$ cat config.mk
export PLATFORM = sky130hd
export DESIGN_NAME = spg_switch_pwm_gpio
export DESIGN_NICKNAME = d
export VERILOG_FILES = /design/src/rtl/spg_switch_pwm_gpio.v
export VERILOG_INCLUDE_DIRS = /design/src /design/src/rtl
export SDC_FILE = /design/constraint.sdc
export NUM_CORES = 1
export LEC_CHECK = 0
export ABC_AREA = 0
export BUFFER_PORTS_ARGS = -buffer_cell sky130_fd_sc_hd__buf_4
export CORE_ASPECT_RATIO = 0.75
export CORE_UTILIZATION = 55
export DETAILED_ROUTE_END_ITERATION = 10
export PLACE_DENSITY_LB_ADDON = 0.25
export SLEW_MARGIN = 20
export SYNTH_ARGS = -nofsm -noshare
export SYNTH_HDL_FRONTEND = slang
export SYNTH_SLANG_ARGS = --single-unit
$ cat constraint.sdc
create_clock -name i_sys_clk -period 5.7 [get_ports i_sys_clk]
set_clock_uncertainty 0.2 [all_clocks]
set_input_delay 1.14 -clock i_sys_clk [delete_from_list [all_inputs] [get_ports i_sys_clk]]
set_output_delay 1.14 -clock i_sys_clk [all_outputs]
set_load 0.02 [all_outputs]
$ cat src/rtl/spg_defs.vh
// Offsets, field positions, reset values and timing counts for the switch/PWM/pin block
`ifndef SPG_DEFS_VH
`define SPG_DEFS_VH
`define SPG_ADDR_SWITCH_B   7'h15
`define SPG_ADDR_PIN_CFG    7'h17
`define SPG_ADDR_PWM_A      7'h18
`define SPG_ADDR_PWM_B      7'h19
`define SPG_ADDR_RATE       7'h1c
`define SPG_ADDR_SCRATCH    7'h1e
`define SPG_RST_BYTE        8'h00
`define SPG_SWITCH_B_MASK   8'h77
`define SPG_RATE_MASK       8'h05
`define SPG_SEL_OFF         3'h0
`define SPG_SEL_ON          3'h1
`define SPG_SEL_TIMER_A     3'h2
`define SPG_SEL_TIMER_B     3'h3
`define SPG_SEL_PWM_A       3'h4
`define SPG_SEL_PWM_B       3'h5
`define SPG_PIN_OFF         3'h4
`define SPG_PIN_WAKE        3'h5
`define SPG_PIN_LOW_SIDE    3'h6
`define SPG_PIN_HIGH_SIDE   3'h7
`define SPG_RATE_A_BIT      0
`define SPG_RATE_B_BIT      2
`define SPG_CLK_HZ          10000000
`define SPG_PWM_SLOW_HZ     200
`define SPG_PWM_FAST_HZ     400
`define SPG_PWM_STEPS       255
`define SPG_WAKE_FILTER_US  16
`define SPG_WAKE_FILTER_CYC ((`SPG_WAKE_FILTER_US * `SPG_CLK_HZ + 999999) / 1000000)
`define SPG_TICK_SLOW_CYC   (`SPG_CLK_HZ / (`SPG_PWM_SLOW_HZ * `SPG_PWM_STEPS))
`define SPG_TICK_FAST_CYC   (`SPG_CLK_HZ / (`SPG_PWM_FAST_HZ * `SPG_PWM_STEPS))
`endif

$ cat src/rtl/spg_switch_pwm_gpio.v
// Switch source selection, pin functions, two PWM generators and a scratch byte
//
// Summary of operation
// - Selector codes 000 off, 001 on, 010 first timer, 011 second timer.
// - Code 100 first PWM, 101 second PWM; 110 and 111 reserved.
// - Overcurrent or overtemperature on a switch clears its selector to off.
// - Reserved bits ignore writes and read as zero.
// - Fixed-output duty field: 20%, 10%, 5%, 2.5%.
// - Second pin codes 000 to 011 carry the second fixed output.
// - First pin codes 000 to 011 carry the first fixed output.
// - Pin code 100 off, 101 wake input with 16 us filter.
// - Pin code 110 low-side switch on, 111 high-side switch on.
// - Duty 0 fully off, 255 fully on, else value over 255.
// - Very short duty pulses may not appear; duty one unrealizable.
// - Rate bit 0 selects 200 Hz, 1 selects 400 Hz per channel.
// - Restart keeps rate bits, clears selectors; power-on, soft reset clear all.
// - Pin and duty registers clear on power-on or soft reset, keep on restart.
// - Scratch byte cleared only at power-on, kept through soft reset.
// - Scratch accessible only in normal mode, unused inside, kept on restart.
// - Timer-driven switch follows the timer output, which starts once configured.
`timescale 1ns/1ps
`include "spg_defs.vh"
module spg_switch_pwm_gpio #(
  parameter integer WAKE_CYC  = `SPG_WAKE_FILTER_CYC,
  parameter integer SLOW_CYC  = `SPG_TICK_SLOW_CYC,
  parameter integer FAST_CYC  = `SPG_TICK_FAST_CYC
) (
  input  wire       i_sys_clk,
  input  wire       i_rst,
  input  wire       i_soft_rst,
  input  wire       i_restart,
  input  wire       i_normal_mode,
  input  wire [6:0] i_addr,
  input  wire [7:0] i_wdata,
  input  wire       i_wr,
  input  wire       i_rd,
  output reg  [7:0] o_rdata,
  input  wire       i_third_fault,
  input  wire       i_fourth_fault,
  input  wire       i_first_timer,
  input  wire       i_second_timer,
  input  wire       i_fixed_out_first,
  input  wire       i_pin_a_wake,
  input  wire       i_pin_b_wake,
  output reg        o_third_switch,
  output reg        o_fourth_switch,
  output reg        o_pin_a_out,
  output reg        o_pin_a_oe,
  output reg        o_pin_a_low_side,
  output reg        o_pin_b_out,
  output reg        o_pin_b_oe,
  output reg        o_pin_b_low_side,
  output reg        o_pin_a_wake_evt,
  output reg        o_pin_b_wake_evt,
  output reg        o_pwm_a,
  output reg        o_pwm_b
);
  // ----------------------------------------------------------------
  // Registers
  // ----------------------------------------------------------------
  reg  [7:0] switch_b_ff;
  reg  [7:0] pin_cfg_ff;
  reg  [7:0] duty_a_ff;
  reg  [7:0] duty_b_ff;
  reg  [7:0] rate_ff;
  reg  [7:0] scratch_ff;
  reg  [7:0] nxt_switch_b;

  wire wr_sw  = i_wr && (i_addr == `SPG_ADDR_SWITCH_B);
  wire wr_pin = i_wr && (i_addr == `SPG_ADDR_PIN_CFG);
  wire wr_pa  = i_wr && (i_addr == `SPG_ADDR_PWM_A);
  wire wr_pb  = i_wr && (i_addr == `SPG_ADDR_PWM_B);
  wire wr_rt  = i_wr && (i_addr == `SPG_ADDR_RATE);
  wire wr_sc  = i_wr && (i_addr == `SPG_ADDR_SCRATCH) && i_normal_mode;

  // Fault clear beats a write in the same cycle so a faulted switch never re-arms
  always @* begin
    nxt_switch_b = switch_b_ff;
    if (wr_sw) begin
      nxt_switch_b = i_wdata & `SPG_SWITCH_B_MASK;
    end
    if (i_third_fault) begin
      nxt_switch_b[2:0] = `SPG_SEL_OFF;
    end
    if (i_fourth_fault) begin
      nxt_switch_b[6:4] = `SPG_SEL_OFF;
    end
  end

  // Scratch ignores soft reset and restart; only power-on clears it
  always @(posedge i_sys_clk) begin
    if (i_rst) begin
      scratch_ff       <= `SPG_RST_BYTE;
    end else if (wr_sc) begin
      scratch_ff       <= i_wdata;
    end
  end

  always @(posedge i_sys_clk) begin
    if (i_rst || i_soft_rst) begin
      switch_b_ff <= `SPG_RST_BYTE;
      pin_cfg_ff  <= `SPG_RST_BYTE;
      duty_a_ff   <= `SPG_RST_BYTE;
      duty_b_ff   <= `SPG_RST_BYTE;
      rate_ff     <= `SPG_RST_BYTE;
    end else if (i_restart) begin
      switch_b_ff <= `SPG_RST_BYTE;
      rate_ff     <= rate_ff & `SPG_RATE_MASK;
    end else begin
      switch_b_ff <= nxt_switch_b;
      if (wr_pin) begin
        pin_cfg_ff <= i_wdata;
      end
      if (wr_pa) begin
        duty_a_ff <= i_wdata;
      end
      if (wr_pb) begin
        duty_b_ff <= i_wdata;
      end
      if (wr_rt) begin
        rate_ff <= i_wdata & `SPG_RATE_MASK;
      end
    end
  end

  // ----------------------------------------------------------------
  // Read port
  // ----------------------------------------------------------------
  always @(posedge i_sys_clk) begin
    if (i_rst) begin
      o_rdata <= 8'h00;
    end else if (i_rd) begin
      if (i_addr == `SPG_ADDR_SWITCH_B) begin
        o_rdata <= switch_b_ff;
      end else if (i_addr == `SPG_ADDR_PIN_CFG) begin
        o_rdata <= pin_cfg_ff;
      end else if (i_addr == `SPG_ADDR_PWM_A) begin
        o_rdata <= duty_a_ff;
      end else if (i_addr == `SPG_ADDR_PWM_B) begin
        o_rdata <= duty_b_ff;
      end else if (i_addr == `SPG_ADDR_RATE) begin
        o_rdata <= rate_ff;
      end else if (i_addr == `SPG_ADDR_SCRATCH && i_normal_mode) begin
        o_rdata <= scratch_ff;
      end else begin
        o_rdata <= 8'h00;
      end
    end else begin
      o_rdata <= 8'h00;
    end
  end

  // ----------------------------------------------------------------
  // PWM generators
  // ----------------------------------------------------------------
  reg [15:0] pre_a_ff;
  reg [15:0] pre_b_ff;
  reg [7:0]  phase_a_ff;
  reg [7:0]  phase_b_ff;
  reg [7:0]  act_a_ff;
  reg [7:0]  act_b_ff;

  function [15:0] tick_len;
    input fast;
    begin
      tick_len = fast ? FAST_CYC[15:0] : SLOW_CYC[15:0];
    end
  endfunction

  // Duty 255 compares above every phase 0..254, giving a solid high
  function pwm_level;
    input [7:0] duty;
    input [7:0] phase;
    begin
      pwm_level = (phase < duty);
    end
  endfunction

  // Rate bit is read every cycle; a change stretches or shortens the current step
  wire tick_a = (pre_a_ff >= tick_len(rate_ff[`SPG_RATE_A_BIT]) - 16'h0001);
  wire tick_b = (pre_b_ff >= tick_len(rate_ff[`SPG_RATE_B_BIT]) - 16'h0001);
  wire wrap_a = tick_a && (phase_a_ff == 8'hfe);
  wire wrap_b = tick_b && (phase_b_ff == 8'hfe);

  always @(posedge i_sys_clk) begin
    if (i_rst) begin
      pre_a_ff   <= 16'h0000;
      pre_b_ff   <= 16'h0000;
      phase_a_ff <= 8'h00;
      phase_b_ff <= 8'h00;
      act_a_ff   <= 8'h00;
      act_b_ff   <= 8'h00;
      o_pwm_a    <= 1'b0;
      o_pwm_b    <= 1'b0;
    end else begin
      pre_a_ff <= tick_a ? 16'h0000 : pre_a_ff + 16'h0001;
      pre_b_ff <= tick_b ? 16'h0000 : pre_b_ff + 16'h0001;
      if (tick_a) begin
        phase_a_ff <= wrap_a ? 8'h00 : phase_a_ff + 8'h01;
      end
      if (tick_b) begin
        phase_b_ff <= wrap_b ? 8'h00 : phase_b_ff + 8'h01;
      end
      if (wrap_a) begin
        act_a_ff <= duty_a_ff;
      end
      if (wrap_b) begin
        act_b_ff <= duty_b_ff;
      end
      o_pwm_a <= pwm_level(act_a_ff, phase_a_ff);
      o_pwm_b <= pwm_level(act_b_ff, phase_b_ff);
    end
  end

  // ----------------------------------------------------------------
  // Switch source multiplexers
  // ----------------------------------------------------------------
  function src_pick;
    input [2:0] sel;
    input       t1;
    input       t2;
    input       p1;
    input       p2;
    begin
      case (sel)
        `SPG_SEL_ON:      src_pick = 1'b1;
        `SPG_SEL_TIMER_A: src_pick = t1;
        `SPG_SEL_TIMER_B: src_pick = t2;
        `SPG_SEL_PWM_A:   src_pick = p1;
        `SPG_SEL_PWM_B:   src_pick = p2;
        default:          src_pick = 1'b0;
      endcase
    end
  endfunction

  // ----------------------------------------------------------------
  // Pin input synchronisers and wake filters
  // ----------------------------------------------------------------
  reg [1:0]  wa_sync_ff;
  reg [1:0]  wb_sync_ff;
  reg [1:0]  t_sync_ff;
  reg [1:0]  t2_sync_ff;
  reg [1:0]  fo_sync_ff;
  reg        wa_stable_ff;
  reg        wb_stable_ff;
  reg [7:0]  wa_cnt_ff;
  reg [7:0]  wb_cnt_ff;
  reg [4:0]  fo2_cnt_ff;
  reg [15:0] fo2_pre_ff;

  wire wake_en_a = (pin_cfg_ff[2:0] == `SPG_PIN_WAKE);
  wire wake_en_b = (pin_cfg_ff[5:3] == `SPG_PIN_WAKE);

  // Second fixed output is derived internally: a 20-step cycle off the slow tick
  // Lowest setting keeps only the first half of step zero
  reg fo2_level;
  always @* begin
    case (pin_cfg_ff[7:6])
      2'h0:    fo2_level = (fo2_cnt_ff < 5'd4);
      2'h1:    fo2_level = (fo2_cnt_ff < 5'd2);
      2'h2:    fo2_level = (fo2_cnt_ff < 5'd1);
      default: fo2_level = (fo2_cnt_ff < 5'd1) && (fo2_pre_ff < SLOW_CYC[15:0] / 16'h0002);
    endcase
  end

  always @(posedge i_sys_clk) begin
    if (i_rst) begin
      wa_sync_ff   <= 2'h0;
      wb_sync_ff   <= 2'h0;
      t_sync_ff    <= 2'h0;
      t2_sync_ff   <= 2'h0;
      fo_sync_ff   <= 2'h0;
      wa_stable_ff <= 1'b0;
      wb_stable_ff <= 1'b0;
      wa_cnt_ff    <= 8'h00;
      wb_cnt_ff    <= 8'h00;
      fo2_cnt_ff   <= 5'h00;
      fo2_pre_ff   <= 16'h0000;
      o_pin_a_wake_evt <= 1'b0;
      o_pin_b_wake_evt <= 1'b0;
    end else begin
      wa_sync_ff <= {wa_sync_ff[0], i_pin_a_wake};
      wb_sync_ff <= {wb_sync_ff[0], i_pin_b_wake};
      t_sync_ff  <= {t_sync_ff[0], i_first_timer};
      t2_sync_ff <= {t2_sync_ff[0], i_second_timer};
      fo_sync_ff <= {fo_sync_ff[0], i_fixed_out_first};
      fo2_pre_ff <= (fo2_pre_ff >= SLOW_CYC[15:0] - 16'h0001) ? 16'h0000 : fo2_pre_ff + 16'h0001;
      if (fo2_pre_ff >= SLOW_CYC[15:0] - 16'h0001) begin
        fo2_cnt_ff <= (fo2_cnt_ff == 5'd19) ? 5'h00 : fo2_cnt_ff + 5'h01;
      end
      o_pin_a_wake_evt <= 1'b0;
      o_pin_b_wake_evt <= 1'b0;
      // Static filter: level must hold for the full window before it is accepted
      if (!wake_en_a || wa_sync_ff[1] == wa_stable_ff) begin
        wa_cnt_ff <= 8'h00;
      end else if (wa_cnt_ff >= WAKE_CYC[7:0] - 8'h01) begin
        wa_cnt_ff        <= 8'h00;
        wa_stable_ff     <= wa_sync_ff[1];
        o_pin_a_wake_evt <= 1'b1;
      end else begin
        wa_cnt_ff <= wa_cnt_ff + 8'h01;
      end
      if (!wake_en_b || wb_sync_ff[1] == wb_stable_ff) begin
        wb_cnt_ff <= 8'h00;
      end else if (wb_cnt_ff >= WAKE_CYC[7:0] - 8'h01) begin
        wb_cnt_ff        <= 8'h00;
        wb_stable_ff     <= wb_sync_ff[1];
        o_pin_b_wake_evt <= 1'b1;
      end else begin
        wb_cnt_ff <= wb_cnt_ff + 8'h01;
      end
    end
  end

  // ----------------------------------------------------------------
  // Output stage
  // ----------------------------------------------------------------
  always @(posedge i_sys_clk) begin
    if (i_rst) begin
      o_third_switch   <= 1'b0;
      o_fourth_switch  <= 1'b0;
      o_pin_a_out      <= 1'b0;
      o_pin_a_oe       <= 1'b0;
      o_pin_a_low_side <= 1'b0;
      o_pin_b_out      <= 1'b0;
      o_pin_b_oe       <= 1'b0;
      o_pin_b_low_side <= 1'b0;
    end else begin
      o_third_switch  <= src_pick(switch_b_ff[2:0], t_sync_ff[1], t2_sync_ff[1], o_pwm_a, o_pwm_b);
      o_fourth_switch <= src_pick(switch_b_ff[6:4], t_sync_ff[1], t2_sync_ff[1], o_pwm_a, o_pwm_b);
      o_pin_a_out      <= !pin_cfg_ff[2] ? fo_sync_ff[1] : (pin_cfg_ff[2:0] == `SPG_PIN_HIGH_SIDE);
      o_pin_a_oe       <= !pin_cfg_ff[2] || pin_cfg_ff[2:1] == 2'h3;
      o_pin_a_low_side <= (pin_cfg_ff[2:0] == `SPG_PIN_LOW_SIDE);
      o_pin_b_out      <= !pin_cfg_ff[5] ? fo2_level : (pin_cfg_ff[5:3] == `SPG_PIN_HIGH_SIDE);
      o_pin_b_oe       <= !pin_cfg_ff[5] || pin_cfg_ff[5:4] == 2'h3;
      o_pin_b_low_side <= (pin_cfg_ff[5:3] == `SPG_PIN_LOW_SIDE);
    end
  end
endmodule

==> results of run 1 <==
## placed cells by master (no fill, tap or decap), types with 5 or more instances in the layout
cell,n
sky130_fd_sc_hd__nand4_1,6
sky130_fd_sc_hd__nand3_1,49
sky130_fd_sc_hd__a211oi_1,9
sky130_fd_sc_hd__and3_1,7
sky130_fd_sc_hd__dfxtp_1,173
sky130_fd_sc_hd__or4_1,5
sky130_fd_sc_hd__nor4_1,6
sky130_fd_sc_hd__nand2b_1,11
sky130_fd_sc_hd__xor2_1,22
sky130_fd_sc_hd__nor2_1,116
sky130_fd_sc_hd__a21oi_1,46
sky130_fd_sc_hd__clkbuf_16,17
sky130_fd_sc_hd__nor2b_1,13
sky130_fd_sc_hd__nor3_1,12
sky130_fd_sc_hd__inv_1,32
sky130_fd_sc_hd__ha_1,30
sky130_fd_sc_hd__mux2i_1,37
sky130_fd_sc_hd__buf_4,49
sky130_fd_sc_hd__o31ai_1,8
sky130_fd_sc_hd__o21ai_0,9
sky130_fd_sc_hd__or3_1,7
sky130_fd_sc_hd__conb_1,22
sky130_fd_sc_hd__xnor2_1,15
sky130_fd_sc_hd__nand2_1,57
## routing by layer
layer	vias to the layer above	track usage, %	part of all wire (%)
li1	2783	-	-
met1	2703	32.72	44
met2	185	41.63	47
met5	-	0	0
met4	0	8.217	1.3
met3	22	5.882	7.1
## stage by stage
stage | power, mW | worst slack [ns]
4_1_cts | 2.499 | 2.507
5_1_grt | 2.572 | 2.378
2_1_floorplan | 1.326 | 2.933
3_5_place_dp | 1.369 | 2.120
3_3_place_gp | 1.365 | 2.224
6_report | 2.486 | 2.524
## cell type report
| class | instances | area [um^2] | share of cell area (%) |
|---|---|---|---|
| Clock buffer | 21 | 450.4 | 5.457 |
| Clock inverter | 11 | 133.9 | 1.622 |
| Sequential cell | 173 | 3463 | 41.96 |
| Tap cell | 166 | 207.7 | 2.516 |
| Timing Repair Buffer | 49 | 367.9 | 4.457 |
| Inverter | 33 | 123.9 | 1.501 |
| Multi-Input combinational cell | 560 | 3507 | 42.49 |
## worst min path at each step
stage	start	endpoint	cells past startpoint
finish	wa_sync_ff[0]	wa_sync_ff[1]	1
global route	fo_sync_ff[0]	fo_sync_ff[1]	1
CTS	wa_sync_ff[0]	wa_sync_ff[1]	1
detailed placement	wa_sync_ff[0]	wa_sync_ff[1]	1
global placement	fo_sync_ff[0]	fo_sync_ff[1]	1
floorplan	fo_sync_ff[0]	fo_sync_ff[1]	1
## cell families (layout without fill, tap and decap cells)
kind of cell             after synthesis  after routing  share of synthesized area, %
AND/OR/NAND/NOR                      312            312                         21.20
other                                  1             22                       0.05251
multiplexers                          39             39                         5.501
flip-flops                           173            173                         48.49
buffers and inverters                 57            114                         3.591
adder cells (fa/ha/maj)               30             30                         5.256
XOR/XNOR                              37             37                         4.537
AO/OA/AOI/OAI                        120            120                         11.37
## power by group
part	switching (mW)	leakage [nW]	internal (mW)
combinational	0.0597	1.51	0.0398
clock	0.479	0.271	0.663
sequential	0.0152	1.41	1.23
## registers in the layout, indices dropped and copies added, names as in the netlist, 5 cells and up
register and flops:
fo2_pre_ff 16, pre_a_ff 16, pre_b_ff 16, act_a_ff 8, act_b_ff 8, duty_a_ff 8, duty_b_ff 8, o_rdata 8
phase_a_ff 8, phase_b_ff 8, pin_cfg_ff 8, scratch_ff 8, wa_cnt_ff 8, wb_cnt_ff 8, switch_b_ff 6, fo2_cnt_ff 5
==> Flow_metrics.wiki, run 1 <==
{| class="wikitable"
! Metric !! Value
|-
| Routed WL || 16.03 mm
|-
| Initial DRC Count || 399
|-
| Category of the critical setup timing path || primary input to flip-flop
|-
| Crit path time final || 3.176 ns
|-
| CP endpoint || duty_a_ff[3]
|-
| Primary FF master, synth || sky130_fd_sc_hd__dfxtp_1
|-
| Area enclosed by the die boundary || 0.01345 mm^2
|-
| Register-to-register path setup slack || 2.94 ns
|-
| Slowest cell delay on critical path || 0.80 ns
|-
| Signed area change from the synthesized netlist to the final layout || 15.57%
|-
| Wire length of the first global-routing pass || 26.37 mm
|-
| Number of different library cells in the post-synthesis netlist || 71
|-
| Non-Filler Instances || 1,013
|-
| Ratio of cells with drive above 1 in the final layout || 11.69%
|-
| Outcome || finished clean
|-
| Power Dens Cells || 301.2 mW/mm^2
|-
| Mapped Area || 0.007142 mm^2
|-
| Maximum number of pins on one net before global-route repair || 36
|-
| Synth Register Bits || 173
|-
| Maximum number of buffers from clock root to sink || 2
|-
| Least-Margin Pin Slew || 1.025 ns
|-
| Residual DRC || 0
|-
| Fillers || 1,029
|-
| Fin Setup TNS || 0 ns
|-
| Count of port buffers added during placement || 48
|-
| Critical Path End Type || flip-flop
|-
| Number of ports placed on the die boundary || 49
|-
| Antenna cells || 0
|-
| CTS-repair resized insts || 0
|-
| Cell chain of the critical path || buf_4 -> or4b_4 -> nor3_1 -> nand2_1 -> nand2_1 -> a21oi_1
|-
| Number of H-tree levels || 4
|-
| # hold bufs at CTS || 0
|-
| Maximum frequency from static timing analysis || 314.9 MHz
|-
| Vert. Die Dim || 100.7 um
|-
| Main area contributors after synthesis || sky130_fd_sc_hd__dfxtp_1 (48%), sky130_fd_sc_hd__nor2_1 (6.1%), sky130_fd_sc_hd__ha_1 (5.3%), sky130_fd_sc_hd__mux2i_1 (5.2%), sky130_fd_sc_hd__nand3_1 (3.4%)
|-
| Post-synth top cells || sky130_fd_sc_hd__dfxtp_1 (173), sky130_fd_sc_hd__nor2_1 (116), sky130_fd_sc_hd__nand2_1 (57)
|-
| Top Family by Delay on Critical Path || simple AND/OR/NAND/NOR gates
|-
| Fraction of post-synthesis cell area in the top cell type by area || 48.49%
|-
| Via count of the first global-routing pass || 5,459
|-
| Worst setup path startpoint || i_addr[5]
|-
| Post-CTS setup-driven buffer insertion count || 0
|-
| Number of placed cells counting well taps || 981
|-
| Vias per cell || 5.620
|-
| Start of the worst register-to-register path || rate_ff[0]
|-
| Number of flops mapped to enable cells by yosys || 0
|-
| Final critical-path share of the clock period || 55.71%
|-
| Average cell area after synthesis || 9.287 um^2
|-
| Worst hold margin || 0.2401 ns
|-
| Die Width || 133.6 um
|-
| Maximum net fanout on the critical path || 11
|-
| Lkg Pwr || 3.183 nW
|-
| Required time of the critical path || 5.80 ns
|-
| Core area || 0.01248 mm^2
|-
| Utilization after layout || 66.14%
|-
| Reg2reg end || phase_a_ff[1]
|-
| Via count || 5,693
|-
| Worst-case reg-to-reg path depth || 7
|-
| Share of synthesized area occupied by flip-flops and latches || 48.49%
|-
| Standard-cell rows || 35
|-
| CTS Buf Count || 17
|-
| CTS tree || yes
|-
| Number of cells on the critical path || 6
|-
| Starting density of the core || 57.22%
|-
| CP dominant cell by count || sky130_fd_sc_hd__nand2_1
|-
| Total of warnings raised by yosys || 0
|-
| Area leader, netlist || sky130_fd_sc_hd__dfxtp_1
|-
| Clock Tree Root || sky130_fd_sc_hd__clkbuf_16
|-
| Placed instance area || 0.007664 mm^2
|-
| Final count of pins violating max slew || 0
|-
| Reported max-cap violation count || 0
|-
| Wire length per cell || 15.82 um
|-
| Non-Filler Cell Area, Final || 0.008254 mm^2
|-
| Setup repair after global routing missed its margin || no
|-
| IR drop worst, VDD || 0.0002269 V
|-
| Crit path buffers/inverters || 1
|-
| Arrival time of data at the critical path endpoint || 3.27 ns
|-
| Share of async-settable or async-resettable flops after synthesis || 0%
|-
| RD Place Congestion || 0.8770
|-
| GR Util All Layers || 25.21%
|-
| Final antenna-violating net count || 0
|-
| Sinks on Clock Net || 173
|-
| Clock edge transition at the registers on the reported setup and hold paths || 0.07 ns
|-
| Sum of net half-perimeters after detailed placement || 11.47 mm
|-
| Drt pass-1 iters || 6
|-
| Total global routing overflow || 0
|-
| Setup-violating endpoint count in the final report || 0
|-
| Fin. Hold Viols || 0
|-
| Top-count cell post-synth || sky130_fd_sc_hd__dfxtp_1
|-
| Worst slew margin || 31.17%
|-
| Number of nets in the finished design || 893
|-
| Cells after synthesis || 769
|-
| CP max-delay cell || sky130_fd_sc_hd__nor3_1
|-
| CP startpoint kind || primary input
|-
| Class of the tightest hold or removal check || flip-flop to flip-flop
|-
| Clock latency on the worst-skew pair || 0.43 ns
|-
| Antenna violations before repair || 0
|}
(Power assumes the default switching activity.)
==> run 2: changes to the inputs <==
CORE_UTILIZATION = 54   (was 55)
clock period = 2.9 ns   (was 5.7 ns; I/O delays follow)
==> Flow_metrics.wiki, run 2 (synthesis results as in run 1) <==
{| class="wikitable"
! Metric !! Value
|-
| Maximum number of buffers from clock root to sink || 2 (unchanged)
|-
| Clock latency on the worst-skew pair || 0.43 ns (about the same)
|-
| Register-to-register path setup slack || 0.43 ns (was 2.94 ns)
|-
| Largest registers in the final layout || fo2_pre_ff x16, pre_a_ff x16, pre_b_ff x16 (unchanged)
|-
| Cell depth of the worst min-delay path || 2 (was 1)
|-
| Routed WL || 16.58 mm (was 16.03 mm)
|-
| M2 GR Usage || 42.51% (was 41.63%)
|-
| IR drop worst, VDD || 0.0005168 V (was 0.0002269 V)
|-
| Die Width || 134.8 um (was 133.6 um)
|-
| Outcome || finished clean (unchanged)
|-
| CP max-delay cell || sky130_fd_sc_hd__dfxtp_1 (was sky130_fd_sc_hd__nor3_1)
|-
| Starting density of the core || 56.82% (was 57.22%)
|-
| Setup repair after global routing missed its margin || no (unchanged)
|-
| Vert. Die Dim || 101.6 um (was 100.7 um)
|-
| Ratio of cells with drive above 1 in the final layout || 12.13% (was 11.69%)
|-
| Slowest cell delay on critical path || 0.50 ns (was 0.80 ns)
|-
| Clock Tree Root || sky130_fd_sc_hd__clkbuf_16 (unchanged)
|-
| Vias per cell || 5.692 (was 5.620)
|-
| GR Util All Layers || 25.75% (was 25.21%)
|-
| Area enclosed by the die boundary || 0.01369 mm^2 (was 0.01345 mm^2)
|-
| Post-CTS setup-driven buffer insertion count || 0 (unchanged)
|-
| Drt pass-1 iters || 7 (was 6)
|-
| Signed area change from the synthesized netlist to the final layout || 16.31% (was 15.57%)
|-
| Maximum net fanout on the critical path || 9 (was 11)
|-
| Cell chain of the critical path || ha_1 -> a211oi_1 -> a21oi_2 -> o21ai_1 -> nor2_1 -> a2111oi_0 (was buf_4 -> or4b_4 -> nor3_1 -> nand2_1 -> nand2_1 -> a21oi_1)
|-
| Crit path time final || 2.467 ns
|-
| Maximum frequency from static timing analysis || 405.3 MHz
|-
| Power Dens Cells || 607.5 mW/mm^2 (was 301.2 mW/mm^2)
|-
| CTS-repair resized insts || 0 (unchanged)
|-
| Critical Path End Type || flip-flop (unchanged)
|-
| Fin. Hold Viols || 0 (unchanged)
|-
| Sum of net half-perimeters after detailed placement || 11.97 mm (was 11.47 mm)
|-
| Worst-case reg-to-reg path depth || 6 (was 7)
|-
| Reg2reg end || phase_b_ff[1] (was phase_a_ff[1])
|-
| Worst slew margin || 50.24% (was 31.17%)
|-
| Arrival time of data at the critical path endpoint || 2.58 ns (was 3.27 ns)
|-
| Residual DRC || 0 (unchanged)
|-
| Final antenna-violating net count || 0 (unchanged)
|-
| Total global routing overflow || 0 (unchanged)
|-
| Setup-violating endpoint count in the final report || 0 (unchanged)
|-
| Wire length of the first global-routing pass || 27.01 mm (was 26.37 mm)
|-
| Required time of the critical path || 3.01 ns (was 5.80 ns)
|-
| # hold bufs at CTS || 0 (unchanged)
|-
| Class of the tightest hold or removal check || primary input to flip-flop (was flip-flop to flip-flop)
|-
| CTS Buf Count || 17 (unchanged)
|-
| Crit path buffers/inverters || 0 (was 1)
|-
| Top Family by Delay on Critical Path || compound AO/OA/AOI/OAI gates (was simple AND/OR/NAND/NOR gates)
|-
| RD Place Congestion || 0.8565 (was 0.8770)
|-
| Antenna cells || 0 (unchanged)
|-
| Via count || 5,777 (was 5,693)
|-
| CTS tree || yes (unchanged)
|-
| Hold-critical path endpoint || t_sync_ff[0] (was wa_sync_ff[1])
|-
| Footprint of the multi-input gates || 0.003501 mm^2 (was 0.003507 mm^2)
|-
| Top library cells by usage in the layout, fill and taps aside || sky130_fd_sc_hd__dfxtp_1 (173), sky130_fd_sc_hd__nor2_1 (116), sky130_fd_sc_hd__nand2_1 (57) (unchanged)
|-
| Reported max-cap violation count || 0 (unchanged)
|-
| Hold path start || i_first_timer (was wa_sync_ff[0])
|-
| Worst hold margin || 0.1797 ns (was 0.2401 ns)
|-
| Count of port buffers added during placement || 48 (unchanged)
|-
| Lkg Pwr || 3.228 nW (was 3.183 nW)
|-
| Fillers || 1,018 (was 1,029)
|-
| Sinks on Clock Net || 173 (unchanged)
|-
| Clock edge transition at the registers on the reported setup and hold paths || 0.07 ns (about the same)
|-
| Most common cell after layout, fill and taps aside || sky130_fd_sc_hd__dfxtp_1 (unchanged)
|-
| Least-Margin Pin Slew || 0.7396 ns (was 1.025 ns)
|-
| Final critical-path share of the clock period || 85.08%
|-
| Maximum number of pins on one net before global-route repair || 35 (was 36)
|-
| CP startpoint kind || flip-flop (was primary input)
|-
| Final count of pins violating max slew || 0 (unchanged)
|-
| Initial DRC Count || 378 (was 399)
|-
| Most congested layer reported by global routing || met2 (unchanged)
|-
| Via count of the first global-routing pass || 5,513 (was 5,459)
|-
| Category of the critical setup timing path || flip-flop to flip-flop (was primary input to flip-flop)
|-
| Number of H-tree levels || 4 (unchanged)
|-
| Fraction of met3 tracks used by global routing || 6.607% (was 5.882%)
|-
| Antenna violations before repair || 0 (unchanged)
|-
| Standard-cell rows || 35 (unchanged)
|-
| Number of ports placed on the die boundary || 49 (unchanged)
|-
| Number of nets in the finished design || 895 (was 893)
|-
| Core area || 0.01257 mm^2 (was 0.01248 mm^2)
|-
| Start of the worst register-to-register path || rate_ff[2] (was rate_ff[0])
|-
| Met1 layer usage reported by global route || 32.91% (was 32.72%)
|-
| Fin Setup TNS || 0 ns (unchanged)
|-
| Sequential cell area || 0.003463 mm^2 (unchanged)
|-
| Wire length per cell || 16.34 um (was 15.82 um)
|}
-- run 2: changes by cell type in the layout (fill, tap and decap cells not counted), sizes merged --
cell,before,now
buf,49,51
clkbuf,21,17
bufinv,2,3
clkinvlp,4,1
inv,35,39
clkinv,3,5
-- run 2: final cells by class --
class | instances | share of cell area [%]
clock buffers | 17 | 5.121
clock inverters | 15 | 2.440
inverters | 33 | 1.491
multi-input cells | 560 | 42.14
flip-flops and latches | 173 | 41.69
well taps | 166 | 2.500
repair buffers | 51 | 4.609
-- run 2: worst max-delay path by stage --
stage / start / endpoint / slack [ns] / cells past startpoint
2_1_floorplan: i_addr[5] / duty_b_ff[0] / 0.69 / 5
3_3_place_gp: i_addr[5] / duty_b_ff[7] / 0.44 / 6
3_5_place_dp: i_addr[5] / duty_b_ff[1] / 0.35 / 6
4_1_cts: rate_ff[2] / phase_b_ff[1] / 0.45 / 6
5_1_grt: rate_ff[2] / phase_b_ff[1] / 0.22 / 7
6_report: rate_ff[2] / phase_b_ff[1] / 0.43 / 6
-- run 2: worst reg2reg max path: cells and delay by family (launching register included) --
family / cells / cell delay [ns]
AO/OA/AOI/OAI: 4 / 1.22
AND/OR/NAND/NOR: 1 / 0.13
flip-flops: 1 / 0.50
adder cells (fa/ha/maj): 1 / 0.29
-- run 2: metal layers --
| layer | part of all wire [%] | vias to the layer above |
|---|---|---|
| met3 | 6.8 | 22 |
| met2 | 47 | 185 |
| met4 | 1.7 | 0 |
| met5 | 0 | - |
| li1 | - | 2800 |
| met1 | 44 | 2770 |
-- run 2: where the power goes --
part | internal, mW | switching, mW | leakage, nW
Sequential | 2.42 | 0.0301 | 1.41
Combinational | 0.0783 | 0.119 | 1.52
Clock | 1.39 | 1.01 | 0.306
-- run 2: through the flow --
| step | setup WS [ns] | cell area (um^2) | power (mW) | instances | util, % |
|---|---|---|---|---|---|
| 6_report | 0.4328 | 8307 | 5.046 | 1015 | 66.09 |
| 2_1_floorplan | 0.6929 | 7221 | 2.607 | 790 | - |
| 4_1_cts | 0.4505 | 8307 | 5.076 | 1015 | 66.09 |
| 3_5_place_dp | 0.3458 | 7679 | 2.692 | 983 | 61.10 |
| 3_3_place_gp | 0.4405 | 7679 | 2.683 | 983 | 61.10 |
| 5_1_grt | 0.2237 | 8307 | 5.213 | 1015 | 66.09 |
